[config.mk]
export PLATFORM = sky130hd
export DESIGN_NAME = synth_output_lock_config_regs
export DESIGN_NICKNAME = d
export VERILOG_FILES = /design/src/include/synth_cfg_pkg.sv /design/src/verilog/serial_word_shifter.sv /design/src/verilog/load_ref_sync.sv /design/src/verilog/synth_output_lock_config_regs.sv
export SDC_FILE = /design/constraint.sdc
export NUM_CORES = 1
export LEC_CHECK = 0
export ABC_AREA = 1
export BUFFER_PORTS_ARGS = -buffer_cell sky130_fd_sc_hd__clkbuf_2
export CORE_MARGIN = 5
export CORE_UTILIZATION = 65
export DETAILED_ROUTE_END_ITERATION = 8
export PLACE_DENSITY = 0.84
export SYNTH_ARGS = -nofsm -noshare
export SYNTH_HDL_FRONTEND = slang
export SYNTH_SLANG_ARGS = --single-unit
export TNS_END_PERCENT = 100
[constraint.sdc]
create_clock -name i_clk -period 3.1 [get_ports i_clk]
set_input_delay 0.155 -clock i_clk [delete_from_list [all_inputs] [get_ports i_clk]]
set_output_delay 0.155 -clock i_clk [all_outputs]
set_load 0.1 [all_outputs]
[src/include/synth_cfg_pkg.sv]
// constants for the synthesizer output, bleed and lock configuration registers
// Summary of operation
// - word with select code 0110 loads the output and bleed configuration register
// - word with select code 0111 loads the lock-detect and load-sync register
// - power-down bit 1 powers down, 0 restores; register contents are kept
// - power-down holds counters, stops oscillator, three-states pump, clears lock, disables outputs
// - serial input registers keep loading and latching during power-down
// - pump three-state bit 1 forces pump high impedance, 0 restores pumping
// - counter-reset bit 1 holds reference, feedback dividers and band select in reset
// - polarity bit 1 selects positive, 0 negative detector polarity
// - charge pump current comes from a four-bit field
// - gated bleed keeps bleed off until digital lock detect asserts
// - negative-bleed bit 1 enables constant negative bleed, 0 disables it
// - second-output select 1 gives undivided oscillator, 0 duplicates first output
// - feedback select 1 takes oscillator directly, 0 the output divider chain
// - divider select waits for main-register write when double buffering, else immediate
// - eight-bit field sets the bleed current level
// - mute-until-lock keeps output stage supply off until lock detected
// - first output enabled by its bit at 1, power from two-bit field
// - second output enabled when its bit is 0, power from two-bit field
// - load-sync aligns load-enable to reference edge chosen by edge-select bit
// - two-bit count of in-window cycles before lock; mode bit forces fixed window
// - with double buffering the divider value is held until a main-register write
package synth_cfg_pkg;
  localparam int WORD_W = 32;
  localparam logic [3:0] SEL_MAIN = 4'h0;
  localparam logic [3:0] SEL_CTRL = 4'h4;
  localparam logic [3:0] SEL_FIXED = 4'h5;
  localparam logic [3:0] SEL_OUT = 4'h6;
  localparam logic [3:0] SEL_LOCK = 4'h7;
  localparam logic [31:0] FIXED_WORD = 32'h0080_0025;
  localparam logic [31:0] REG_RESET = 32'h0000_0000;
  // control register fields
  localparam int CTRL_DBUF = 14;
  localparam int CTRL_CP_LSB = 10;
  localparam int CTRL_MUXLVL = 8;
  localparam int CTRL_POL = 7;
  localparam int CTRL_PD = 6;
  localparam int CTRL_TRI = 5;
  localparam int CTRL_CRST = 4;
  // output and bleed register fields
  localparam int OUT_BLPOL = 31;
  localparam int OUT_GATED = 30;
  localparam int OUT_NEGBL = 29;
  localparam int OUT_FUND = 25;
  localparam int OUT_FBSEL = 24;
  localparam int OUT_DIV_LSB = 21;
  localparam int OUT_BL_LSB = 13;
  localparam int OUT_MUTE = 11;
  localparam int OUT_BDIS = 9;
  localparam int OUT_BPWR_LSB = 7;
  localparam int OUT_AEN = 6;
  localparam int OUT_APWR_LSB = 4;
  // lock-detect and load-sync register fields
  localparam int LK_EDGE = 27;
  localparam int LK_SYNC = 25;
  localparam int LK_CNT_LSB = 8;
  localparam int LK_LOL = 7;
  localparam int LK_PREC_LSB = 5;
  localparam int LK_MODE = 4;
  localparam int LOCK_CNT_W = 14;
endpackage

[src/verilog/serial_word_shifter.sv]
// three-wire serial word shifter with load-enable capture
`timescale 1ns/1ps
`default_nettype none
module serial_word_shifter
  import synth_cfg_pkg::*;
#(
  parameter int W = WORD_W
) (
  input wire logic i_clk, // system clock
  input wire logic i_srst, // synchronous reset
  input wire logic i_sclk, // serial clock
  input wire logic i_sdata, // serial data, msb first
  input wire logic i_le, // load enable strobe
  output logic [W-1:0] o_word, // captured word
  output logic o_load // one-cycle pulse on load enable rise
);
  logic sclk_q;
  logic le_q;
  logic [W-1:0] shreg;
  wire sclk_rise = i_sclk & ~sclk_q;
  wire le_rise = i_le & ~le_q;
  always_ff @(posedge i_clk) begin
    if (i_srst) begin
      sclk_q <= 1'b0;
      le_q <= 1'b0;
      shreg <= '0;
      o_word <= '0;
      o_load <= 1'b0;
    end else begin
      sclk_q <= i_sclk;
      le_q <= i_le;
      if (sclk_rise && !i_le) begin
        shreg <= {shreg[W-2:0], i_sdata};
      end
      o_load <= le_rise;
      if (le_rise) begin
        o_word <= shreg;
      end
    end
  end
endmodule
`default_nettype wire

[src/verilog/load_ref_sync.sv]
// aligns a word transfer to a chosen reference edge when load-sync is on
`timescale 1ns/1ps
`default_nettype none
module load_ref_sync
  import synth_cfg_pkg::*;
#(
  parameter int W = WORD_W
) (
  input wire logic i_clk, // system clock
  input wire logic i_srst, // synchronous reset
  input wire logic i_load, // transfer request pulse
  input wire logic [W-1:0] i_word, // word to transfer
  input wire logic i_sync_en, // load-sync enable
  input wire logic i_edge_rise, // 1 rising, 0 falling reference edge
  input wire logic i_ref, // sampled reference level
  output logic o_load, // transfer pulse
  output logic [W-1:0] o_word // transferred word
);
  logic ref_q;
  logic pending;
  logic [W-1:0] held;
  wire ref_edge = i_edge_rise ? (i_ref & ~ref_q) : (~i_ref & ref_q);
  always_ff @(posedge i_clk) begin
    if (i_srst) begin
      ref_q <= 1'b0;
      pending <= 1'b0;
      held <= '0;
      o_load <= 1'b0;
      o_word <= '0;
    end else begin
      ref_q <= i_ref;
      o_load <= 1'b0;
      if (i_load && !i_sync_en) begin
        o_load <= 1'b1;
        o_word <= i_word;
      end else if (i_load) begin
        pending <= 1'b1;
        held <= i_word;
      end else if (pending && ref_edge) begin
        pending <= 1'b0;
        o_load <= 1'b1;
        o_word <= held;
      end
    end
  end

  property p_sync_wait;
    @(posedge i_clk) disable iff (i_srst)
      (i_sync_en && (i_load || (pending && !ref_edge))) |=> !o_load;
  endproperty
  a_sync_wait: assert property (p_sync_wait) else $error("synced load issued off edge");

  property p_sync_edge;
    @(posedge i_clk) disable iff (i_srst)
      (pending && !i_load && (i_edge_rise ? $rose(i_ref) : $fell(i_ref)))
        |=> (o_load && (o_word == $past(held)));
  endproperty
  a_sync_edge: assert property (p_sync_edge) else $error("synced load missed its edge");
endmodule
`default_nettype wire

[src/verilog/synth_output_lock_config_regs.sv]
// control, output, bleed and lock-detect register bank of the synthesizer
`timescale 1ns/1ps
`default_nettype none
module synth_output_lock_config_regs
  import synth_cfg_pkg::*;
#(
  parameter int LOCK_CNT0 = 1024,
  parameter int LOCK_CNT1 = 2048,
  parameter int LOCK_CNT2 = 4096,
  parameter int LOCK_CNT3 = 8192
) (
  input wire logic i_clk, // 20 MHz system clock
  input wire logic i_srst, // synchronous reset, active high
  input wire logic i_sclk, // serial clock
  input wire logic i_sdata, // serial data
  input wire logic i_load_enable_strobe, // load enable
  input wire logic i_reference_input, // sampled reference clock
  input wire logic i_phase_in_window, // phase error inside window this cycle
  output logic [3:0] o_pump_current_code, // charge pump current
  output logic o_mux_level_select, // diagnostic pin logic level
  output logic o_detector_polarity_bit, // 1 positive polarity
  output logic o_power_down_bit, // software power-down active
  output logic o_divider_hold, // counters held in load or reset state
  output logic o_band_select_reset, // oscillator band select reset
  output logic o_vco_enable, // oscillator running
  output logic o_pump_tristate, // charge pump high impedance
  output logic o_bleed_polarity, // bleed current polarity
  output logic o_bleed_enable, // negative bleed current flowing
  output logic [7:0] o_bleed_level_field, // bleed current level
  output logic o_second_out_fundamental_sel, // second output takes oscillator
  output logic o_feedback_source_sel, // 1 direct feedback
  output logic [2:0] o_out_divider_sel, // active output divider code
  output logic o_first_rf_enable, // first output stage on
  output logic [1:0] o_first_out_power, // first output power
  output logic o_second_rf_enable, // second output stage on
  output logic [1:0] o_second_out_power, // second output power
  output logic o_lock_detect, // digital lock detect
  output logic [1:0] o_lock_window_precision, // fractional window code
  output logic o_lock_window_fixed, // fixed narrow window
  output logic o_reference_loss_mode // loss of lock mode
);
  logic [WORD_W-1:0] sh_word;
  logic sh_load;
  logic [WORD_W-1:0] word;
  logic load;
  logic [WORD_W-1:0] ctrl_reg;
  logic [WORD_W-1:0] fixed_reg;
  logic [WORD_W-1:0] out_reg;
  logic [WORD_W-1:0] lock_reg;
  logic [2:0] div_active;
  logic ref_q;
  logic [LOCK_CNT_W-1:0] lock_cnt;
  logic locked;

  serial_word_shifter u_shift (
    .i_clk(i_clk),
    .i_srst(i_srst),
    .i_sclk(i_sclk),
    .i_sdata(i_sdata),
    .i_le(i_load_enable_strobe),
    .o_word(sh_word),
    .o_load(sh_load)
  );

  load_ref_sync u_sync (
    .i_clk(i_clk),
    .i_srst(i_srst),
    .i_load(sh_load),
    .i_word(sh_word),
    .i_sync_en(lock_reg[LK_SYNC]),
    .i_edge_rise(lock_reg[LK_EDGE]),
    .i_ref(i_reference_input),
    .o_load(load),
    .o_word(word)
  );

  // threshold for the consecutive in-window count
  function automatic logic [LOCK_CNT_W-1:0] lock_target(input logic [1:0] code);
    unique case (code)
      2'h0: lock_target = LOCK_CNT_W'(LOCK_CNT0);
      2'h1: lock_target = LOCK_CNT_W'(LOCK_CNT1);
      2'h2: lock_target = LOCK_CNT_W'(LOCK_CNT2);
      2'h3: lock_target = LOCK_CNT_W'(LOCK_CNT3);
    endcase
  endfunction

  // write decode
  wire [3:0] sel = word[3:0];
  wire wr_main = load && (sel == SEL_MAIN);
  wire wr_ctrl = load && (sel == SEL_CTRL);
  wire wr_fixed = load && (sel == SEL_FIXED);
  wire wr_out = load && (sel == SEL_OUT);
  wire wr_lock = load && (sel == SEL_LOCK);

  // control bits
  wire pd = ctrl_reg[CTRL_PD];
  wire cnt_rst = ctrl_reg[CTRL_CRST];
  wire dbuf = ctrl_reg[CTRL_DBUF];
  wire ref_rise = i_reference_input & ~ref_q;
  wire in_window = i_phase_in_window;
  wire lock_clear = pd | cnt_rst;
  wire [LOCK_CNT_W-1:0] target = lock_target(lock_reg[LK_CNT_LSB +: 2]);

  // divider select: immediate or held for main write
  wire div_now = wr_out && !dbuf;
  wire div_buffered = wr_main && dbuf;
  wire [2:0] next_div_active = div_now ? word[OUT_DIV_LSB +: 3] :
    (div_buffered ? out_reg[OUT_DIV_LSB +: 3] : div_active);

  // output stage gating
  wire mute_ok = !out_reg[OUT_MUTE] || locked;
  wire next_first_rf_enable = out_reg[OUT_AEN] && !pd && mute_ok;
  wire next_second_rf_enable = !out_reg[OUT_BDIS] && !pd && mute_ok;
  wire gate_ok = !out_reg[OUT_GATED] || locked;
  wire next_bleed_enable = out_reg[OUT_NEGBL] && !pd && gate_ok;
  wire next_pump_tristate = pd || ctrl_reg[CTRL_TRI];
  wire next_divider_hold = pd || cnt_rst;

  // register file; keeps loading during power-down
  always_ff @(posedge i_clk) begin
    if (i_srst) begin
      ctrl_reg <= REG_RESET;
      fixed_reg <= REG_RESET;
      out_reg <= REG_RESET;
      lock_reg <= REG_RESET;
      div_active <= 3'h0;
    end else begin
      if (wr_ctrl) begin
        ctrl_reg <= word;
      end
      if (wr_fixed) begin
        fixed_reg <= word;
      end
      if (wr_out) begin
        out_reg <= word;
      end
      if (wr_lock) begin
        lock_reg <= word;
      end
      div_active <= next_div_active;
    end
  end

  // lock detector counts consecutive in-window reference cycles
  always_ff @(posedge i_clk) begin
    if (i_srst) begin
      ref_q <= 1'b0;
      lock_cnt <= '0;
      locked <= 1'b0;
    end else begin
      ref_q <= i_reference_input;
      if (lock_clear) begin
        lock_cnt <= '0;
        locked <= 1'b0;
      end else if (ref_rise && !in_window) begin
        lock_cnt <= '0;
        locked <= 1'b0;
      end else if (ref_rise && !locked) begin
        lock_cnt <= lock_cnt + 1'b1;
        locked <= (lock_cnt + 1'b1) >= target;
      end
    end
  end

  // registered outputs
  always_ff @(posedge i_clk) begin
    if (i_srst) begin
      o_pump_current_code <= 4'h0;
      o_mux_level_select <= 1'b0;
      o_detector_polarity_bit <= 1'b0;
      o_power_down_bit <= 1'b0;
      o_divider_hold <= 1'b0;
      o_band_select_reset <= 1'b0;
      o_vco_enable <= 1'b0;
      o_pump_tristate <= 1'b1;
      o_bleed_polarity <= 1'b0;
      o_bleed_enable <= 1'b0;
      o_bleed_level_field <= 8'h00;
      o_second_out_fundamental_sel <= 1'b0;
      o_feedback_source_sel <= 1'b0;
      o_out_divider_sel <= 3'h0;
      o_first_rf_enable <= 1'b0;
      o_first_out_power <= 2'h0;
      o_second_rf_enable <= 1'b0;
      o_second_out_power <= 2'h0;
      o_lock_detect <= 1'b0;
      o_lock_window_precision <= 2'h0;
      o_lock_window_fixed <= 1'b0;
      o_reference_loss_mode <= 1'b0;
    end else begin
      o_pump_current_code <= ctrl_reg[CTRL_CP_LSB +: 4];
      o_mux_level_select <= ctrl_reg[CTRL_MUXLVL];
      o_detector_polarity_bit <= ctrl_reg[CTRL_POL];
      o_power_down_bit <= pd;
      o_divider_hold <= next_divider_hold;
      o_band_select_reset <= cnt_rst;
      o_vco_enable <= !pd;
      o_pump_tristate <= next_pump_tristate;
      o_bleed_polarity <= out_reg[OUT_BLPOL];
      o_bleed_enable <= next_bleed_enable;
      o_bleed_level_field <= out_reg[OUT_BL_LSB +: 8];
      o_second_out_fundamental_sel <= out_reg[OUT_FUND];
      o_feedback_source_sel <= out_reg[OUT_FBSEL];
      o_out_divider_sel <= div_active;
      o_first_rf_enable <= next_first_rf_enable;
      o_first_out_power <= out_reg[OUT_APWR_LSB +: 2];
      o_second_rf_enable <= next_second_rf_enable;
      o_second_out_power <= out_reg[OUT_BPWR_LSB +: 2];
      o_lock_detect <= locked && !lock_clear;
      o_lock_window_precision <= lock_reg[LK_PREC_LSB +: 2];
      o_lock_window_fixed <= lock_reg[LK_MODE];
      o_reference_loss_mode <= lock_reg[LK_LOL];
    end
  end

  property p_route_out;
    @(posedge i_clk) disable iff (i_srst)
      wr_out |=> (out_reg == $past(word));
  endproperty
  a_route_out: assert property (p_route_out) else $error("output word not stored");

  property p_route_lock;
    @(posedge i_clk) disable iff (i_srst)
      wr_lock |=> (lock_reg == $past(word)) ##1 (o_lock_window_fixed == $past(word[LK_MODE], 2));
  endproperty
  a_route_lock: assert property (p_route_lock) else $error("lock word not routed");

  property p_pd_effects;
    @(posedge i_clk) disable iff (i_srst)
      pd |=> (!o_vco_enable && o_pump_tristate && o_divider_hold && !o_lock_detect
        && !o_first_rf_enable && !o_second_rf_enable && !o_bleed_enable);
  endproperty
  a_pd_effects: assert property (p_pd_effects) else $error("power-down effect missing");

  property p_pd_loads;
    @(posedge i_clk) disable iff (i_srst)
      (pd && wr_out) |=> (out_reg == $past(word));
  endproperty
  a_pd_loads: assert property (p_pd_loads) else $error("load ignored in power-down");

  property p_tristate;
    @(posedge i_clk) disable iff (i_srst)
      ctrl_reg[CTRL_TRI] |=> o_pump_tristate;
  endproperty
  a_tristate: assert property (p_tristate) else $error("pump not three-stated");

  property p_counter_reset;
    @(posedge i_clk) disable iff (i_srst)
      cnt_rst |=> (o_band_select_reset && o_divider_hold && !locked);
  endproperty
  a_counter_reset: assert property (p_counter_reset) else $error("counters not held");

  property p_polarity;
    @(posedge i_clk) disable iff (i_srst)
      $changed(ctrl_reg[CTRL_POL]) |=> (o_detector_polarity_bit == $past(ctrl_reg[CTRL_POL]));
  endproperty
  a_polarity: assert property (p_polarity) else $error("polarity not applied");

  property p_dbuf_hold;
    @(posedge i_clk) disable iff (i_srst)
      (dbuf && !wr_main) |=> $stable(div_active);
  endproperty
  a_dbuf_hold: assert property (p_dbuf_hold) else $error("divider changed without main write");

  property p_dbuf_apply;
    @(posedge i_clk) disable iff (i_srst)
      (dbuf && wr_main) |=> (div_active == $past(out_reg[OUT_DIV_LSB +: 3]));
  endproperty
  a_dbuf_apply: assert property (p_dbuf_apply) else $error("divider not loaded by main write");

  property p_mute;
    @(posedge i_clk) disable iff (i_srst)
      (out_reg[OUT_MUTE] && !locked) |=> (!o_first_rf_enable && !o_second_rf_enable);
  endproperty
  a_mute: assert property (p_mute) else $error("output on before lock");

  property p_gated_bleed;
    @(posedge i_clk) disable iff (i_srst)
      (out_reg[OUT_GATED] && !locked) |=> !o_bleed_enable;
  endproperty
  a_gated_bleed: assert property (p_gated_bleed) else $error("bleed on before lock");

  property p_second_enable;
    @(posedge i_clk) disable iff (i_srst)
      (out_reg[OUT_BDIS]) |=> !o_second_rf_enable;
  endproperty
  a_second_enable: assert property (p_second_enable) else $error("second output not disabled");

  property p_fixed_store;
    @(posedge i_clk) disable iff (i_srst)
      wr_fixed |=> (fixed_reg == $past(word));
  endproperty
  a_fixed_store: assert property (p_fixed_store) else $error("reserved word not stored");
endmodule
`default_nettype wire

==> results of run 1 <==
## power breakdown
group / internal (µW) / switching [µW] / total, µW
Combinational: 90.0 / 247 / 337
Clock: 1750 / 1040 / 2780
Sequential: 2950 / 43.2 / 2990
## critical path, stage by stage (launching register included)
cell	delay, ns
dfxtp_1	0.38
ha_1	0.25
nand3_1	0.11
inv_1	0.09
nand2_1	0.08
nor2_1	0.12
xor2_1	0.10
ha_1	0.28
nand2_1	0.05
nor2_1	0.08
nand2_1	0.05
nor2_1	0.09
nand2_1	0.05
nor2_1	0.11
nand3_1	0.08
a21oi_1	0.14
## per-layer routing
metal | GRT usage, % | vias up
met5 | 0 | -
met4 | 5.32 | 0
met3 | 2.90 | 19
met2 | 37.8 | 172
met1 | 30.4 | 3118
li1 | - | 3450
## layout make-up
type | count | area (µm²)
Tap cell | 172 | 215
Multi-Input combinational cell | 668 | 3090
Timing Repair Buffer | 54 | 318
Clock buffer | 35 | 681
Inverter | 105 | 394
Fill cell | 957 | 3290
Sequential cell | 224 | 4480
Clock inverter | 4 | 95.1
## through the flow
| step | utilization (%) | setup WS (ns) | std cells | hold WS [ns] |
|---|---|---|---|---|
| final | 73.8 | 0.944 | 1262 | 0.146 |
| after global routing | 73.8 | 0.664 | 1262 | 0.173 |
| after CTS | 73.8 | 0.947 | 1262 | 0.137 |
| after detailed placement | 67.4 | 1.03 | 1220 | 0.386 |
| after global placement | 67.4 | 1.09 | 1220 | 0.380 |
| after floorplan | - | 1.20 | 1061 | 0.262 |
## worst paths after layout
path                                                from                    endpoint  slack (ns)  cells after the start
worst max-delay path            lock_cnt[0]$_SDFFE_PP0P_         locked$_SDFFE_PP0P_        0.94                     15
worst min-delay path                i_load_enable_strobe     u_shift.le_q$_SDFF_PP0_        0.15                      3
worst max register to register  lock_cnt[0]$_SDFFE_PP0P_         locked$_SDFFE_PP0P_        0.94                     15
worst min register to register  ctrl_reg[5]$_SDFFE_PP0P_  o_pump_tristate$_SDFF_PP1_        0.43                      2
## kinds of logic (layout without fill, tap and decap cells)
logic type	count (synthesis)	count (layout)	share of synthesized area, %
AND/OR/NAND/NOR	358	358	17.5
AO/OA/AOI/OAI	301	301	18.6
flip-flops	224	224	54.2
buffers and inverters	169	198	8.54
adder cells (fa/ha/maj)	5	5	0.756
XOR/XNOR	4	4	0.423
## repair_timing
item                                   4_1_cts  5_1_grt
endpoints found under the hold margin        3        0
buffers inserted                             0        0
hold buffers                                 3        0
## cells in the final DEF, fill, tap and decap left out, types with 4 or more instances in the layout
master     netlist  routed
dfxtp_1        224     224
nor2_1         164     163
o21ai_0        134     134
nand2_1        133     133
a21oi_1        126     126
inv_1          101     101
nand3_1         43      43
clkbuf_2         0      43
o21ai_1         29      29
clkbuf_16        0      23
buf_4            0       7
nor3_1           6       6
clkbuf_1        40       6
clkbuf_8         0       6
nor2_2           4       5
ha_1             5       5
xor2_1           4       4
inv_2            4       4
a211oi_1         4       4
==> impl_metrics.toml, run 1 <==
[clocking]
cts_resized = 0
cts.sinks = 224
cts_htree_levels = 1
cts.clk_slew.worst_paths_ns = 0.06
insertion_delay_ns = 0.48
cts-buffers-inserted = 22
clockRootBuffer = "clkbuf_16"
cts_buffer_depth = 3
cts_tree = "yes"

[placement]
io_buffers = 43
placedInstanceArea_mm2 = 0.00847
dpl.hpwl_mm = 10.2
gp_congestion = 0.900

[timing]
fmax_ghz = 0.464
tightest_slew_ns = 0.993
rsz0062_at_grt = "false"
slew_headroom_pct = 33.6
fin_crit_sh_pct = 69.6
fin_skew_ns = 0.00440
setup_viol = 0
fin_crit_ns = 2.16
final_max_slew_viol_count = 0
hold_viol = 0
tns_ns = 0

[yosys]
synthCells = 1061
synth_async_sr_flop_share_pct = 0
yosys_warnings = 0
synth_cell_types = 29
synth_top_area_share_pct = 54.2
synth_commonest_cells = "dfxtp_1 (224), nor2_1 (164), o21ai_0 (134)"
synth_seq_cells = 224
synth_ff_type = "dfxtp_1"
synth_nets = 1073
yosysMostFrequentCell = "dfxtp_1"
synth_top_cell_by_area = "dfxtp_1"
synth_edf_count = 0
yosys-top-cells-area = "dfxtp_1 (54%), o21ai_0 (8.1%), a21oi_1 (7.6%)"
syn-mean-instance-area_um2 = 7.80
seq_area_frac_synth_pct = 54.2
syn_area_mm2 = 0.00828

[worst_hold_path]
hold_path.class = "primary input to register"

[drt]
wl_met2_mm = 7.88
met1_length_mm = 7.86
routed.top_layer = "met4"
wl_met3_um = 704
wl_mm = 16.6
ant_nets = 0
drc = 0
dr.pass1.iters = 6
first_iter_violations = 582
post_drt_wl_per_cell_um = 13.2
via_count = 6759
routed_via_density = 5.36

[layout]
largest_register = "u_shift.shreg"
drive_above_1_share_pct = 9.27
syn2layout_area_growth_pct = 12.1
diodes = 0
final_area_mm2 = 0.00928
largest_reg_flops = 32
fin_nets = 1087

[run_status]
outcome = "completed"

[global_routing]
first_global_vias = 6148
grt_first_pass_wirelength_mm = 28.2
grtUsageTotal_pct = 22.3
antenna_found_initial = 0
grt_max_degree = 83
grt_overflow = 0

[power]
p_per_area_mw_per_mm2 = 659
ir_drop_mv = 0.412
p_leak_uw = 0.00370
power.total_uw = 6110

[critical_path]
crit_path_max_fanout = 5
worst_ep_arrival_time_ns = 2.56
cp-start-kind = "register"
endpoint_kind = "register"
path_class = "register to register"
crit_required_ns = 3.50

[floorplan]
rows = 41
dieArea_mm2 = 0.0151
start_util_pct = 65.9
core_mm2 = 0.0126
die_w_um = 123
io_pins = 44
die_h_um = 123

[job]
drv_cap = 0
Note: power is estimated with default switching activity, not from simulation.
==> inputs of run 2 (changes only) <==
--- a/config.mk
+++ b/config.mk
@@ -5,12 +5,12 @@
 export SDC_FILE = /design/constraint.sdc
 export NUM_CORES = 1
 export LEC_CHECK = 0
-export ABC_AREA = 1
+export ABC_AREA = 0
 export BUFFER_PORTS_ARGS = -buffer_cell sky130_fd_sc_hd__clkbuf_2
 export CORE_MARGIN = 5
-export CORE_UTILIZATION = 65
+export CORE_UTILIZATION = 54
 export DETAILED_ROUTE_END_ITERATION = 8
-export PLACE_DENSITY = 0.84
+export PLACE_DENSITY = 0.75
 export SYNTH_ARGS = -nofsm -noshare
 export SYNTH_HDL_FRONTEND = slang
 export SYNTH_SLANG_ARGS = --single-unit
==> constraint.sdc (replaced) <==
create_clock -name i_clk -period 1.8 [get_ports i_clk]
set_input_delay 0.09 -clock i_clk [delete_from_list [all_inputs] [get_ports i_clk]]
set_output_delay 0.09 -clock i_clk [all_outputs]
set_load 0.1 [all_outputs]
==> impl_metrics.toml, run 2 <==
[run_status]
outcome = "finished, violations left"
violations = "negative setup slack"

[yosys]
syn-mean-instance-area_um2 = 8.76
yosys.area_share.simple_pct = 21.0
synth_async_sr_flop_share_pct = 0
synth_nets = 952
yosys_warnings = 0
yosysMostFrequentCell = "nand2_1"
seq_area_frac_synth_pct = 54.5
synth_commonest_cells = "nand2_1 (244), dfxtp_1 (224), a21oi_1 (119)"
synth_edf_count = 0
synthCells = 940
synthAdderAreaFrac_pct = 0.760
synth_cell_types = 46
syn_area_mm2 = 0.00823
synth_top_cell_by_area = "dfxtp_1"
synth_seq_cells = 224
synth_top_family_by_area = "simple AND/OR/NAND/NOR gates"
yosys-top-cells-area = "dfxtp_1 (54%), nand2_1 (11%), a21oi_1 (7.2%)"
synth_top_area_share_pct = 54.5
synth_ff_type = "dfxtp_1"
synthXorXnorAreaFrac_pct = 2.02
synthMuxAreaShare_pct = 5.96
synth_compound_area_share_pct = 12.2

[layout]
nFillCells = 1204
multi_input_area_mm2 = 0.00349
fin_nets = 1006
seq_area_mm2 = 0.00449
final_core_util_pct = 64.3
fin_cells = 1198
layout_common_cells = "nand2_1 (243), dfxtp_1 (220), a21oi_1 (118)"
largest_register = "u_shift.shreg"
largest_reg_flops = 32
diodes = 0
final_common_cell = "nand2_1"
syn2layout_area_growth_pct = 17.9
drive_above_1_share_pct = 14.9

[critical_path]
crit_chain = "and4_4 > and3_4 > nand2_2 > nor2_2 > xnor2_1 > ha_1 > and3_1 > nand4_1 > or4_1 > o31ai_2"
endpoint_kind = "register"
crit_required_ns = 2.20
crit_path_max_fanout = 4
path_class = "register to register"
worst-r2r-setup-slack_ns = -0.42
worst_ep_arrival_time_ns = 2.63
critPathSlowestCell = "or4_1"
cp-start-kind = "register"
crit_path_max_incr_delay_ns = 0.42

[power]
ir_drop_mv = 0.550
p_per_area_mw_per_mm2 = 1050
power.total_uw = 10200
p_leak_uw = 0.00343

[floorplan]
io_pins = 44
dieArea_mm2 = 0.0178
die_h_um = 133
start_util_pct = 54.6
rows = 45
die_w_um = 133
core_mm2 = 0.0151

[global_routing]
grt_overflow = 0
antenna_found_initial = 0
grt_use_met3_pct = 2.57
grt_max_degree = 126
grtUsageTotal_pct = 17.2
grt_use_met1_pct = 24.5
grt_busiest_layer = "met2"
use_met2_pct = 27.3
first_global_vias = 5634
grt_first_pass_wirelength_mm = 26.5

[placement]
gp_congestion = 0.820
io_buffers = 43
dpl.hpwl_mm = 9.83
dp_slack_ns = -0.558
dpl.cell_count = 1148

[drt]
drc = 0
wl_mm = 15.8
via_count = 6180
ant_nets = 0
first_iter_violations = 423
routed_via_density = 5.16
post_drt_wl_per_cell_um = 13.2
dr.pass1.iters = 4

[clocking]
clockRootBuffer = "clkbuf_16"
cts-buffers-inserted = 23
cts.sinks = 224
insertion_delay_ns = 0.48
cts_buffer_depth = 3
cts_htree_levels = 1
cts_tree = "yes"
cts.clk_slew.worst_paths_ns = 0.06

[timing]
fin_skew_ns = 0.00691
fmax_ghz = 0.450
tightest_slew_ns = 0.645
tns_ns = -0.422
slew_headroom_pct = 57.0
final_max_slew_viol_count = 0
setup_slack_ns = -0.422
fin_crit_ns = 2.22
setup_viol = 1
hold_viol = 0
fin_crit_sh_pct = 123
rsz0062_at_grt = "true"

[worst_hold_path]
hold_path.class = "primary input to register"

[job]
drv_cap = 0
-- run 2: cell count changes in the layout (fill, tap and decap cells not counted), moves of 49 or more --
cell     change
nand2_1    +110
o21ai_0    -129
nor2_1      -90
inv_1       -96
mux2i_1     +49
-- run 2: what timing repair did --
action                                  in CTS  in global routing
endpoints found under the setup margin       1                 27
hold buffers                                 6                  0
setup buffers                                1                  1
pin swaps                                    1                  1
resized for setup                            9                  1
gates cloned                                 0                  1
endpoints found under the hold margin       27                  0
-- run 2: area by class of cell --
class,instances,area share [%]
sequential,224,46.3
multi-input combinational,644,36.0
timing repair buffer,96,7.10
clock buffer,30,6.61
tap,188,2.42
clock inverter,11,1.44
inverter,5,0.193
-- run 2: worst paths after layout --
kind,from,end,depth (start not counted)
min,i_phase_in_window,lock_cnt[10]$_SDFFE_PP0P_,4
max,lock_cnt[2]$_SDFFE_PP0P_,locked$_SDFFE_PP0P_,10
max reg2reg,lock_cnt[2]$_SDFFE_PP0P_,locked$_SDFFE_PP0P_,10
min reg2reg,out_reg[9]$_SDFFE_PP0P_,o_second_rf_enable$_SDFF_PP0_,1
-- run 2: metal layers --
metal | part of all wire [%] | routed length [µm]
met1 | 50 | 7840
met2 | 45 | 7150
met3 | 3.2 | 498
met4 | 2.0 | 316
met5 | 0 | 0
-- run 2: critical path: cells and delay by family (launching register included) --
kind            cells  cell delay (ns)
simple gates        7             1.26
flops               1             0.33
fa+ha+maj           1             0.29
compound gates      1             0.18
xor+xnor            1             0.08
-- run 2: stage by stage --
| stage | cell area (µm²) | hold slack [ns] |
|---|---|---|
| floorplan | 8230 | 0.218 |
| global placement | 8800 | 0.329 |
| detailed placement | 8800 | 0.328 |
| CTS | 9670 | 0.160 |
| global route | 9700 | 0.189 |
| finish | 9700 | 0.171 |
-- run 2: cell families after synthesis --
| kind of cell | Yosys count |
|---|---|
| AO/OA/AOI/OAI | 171 |
| AND/OR/NAND/NOR | 400 |
| buffers and inverters | 72 |
| XOR/XNOR | 19 |
| flip-flops | 224 |
| multiplexers | 49 |
| adder cells (fa/ha/maj) | 5 |
-- run 2: report_power, final --
group	switching, µW	total, µW	internal (µW)
clock network	1840	4790	2950
registers	46.9	5060	5010
logic	250	373	123
total	2140	10200	8080
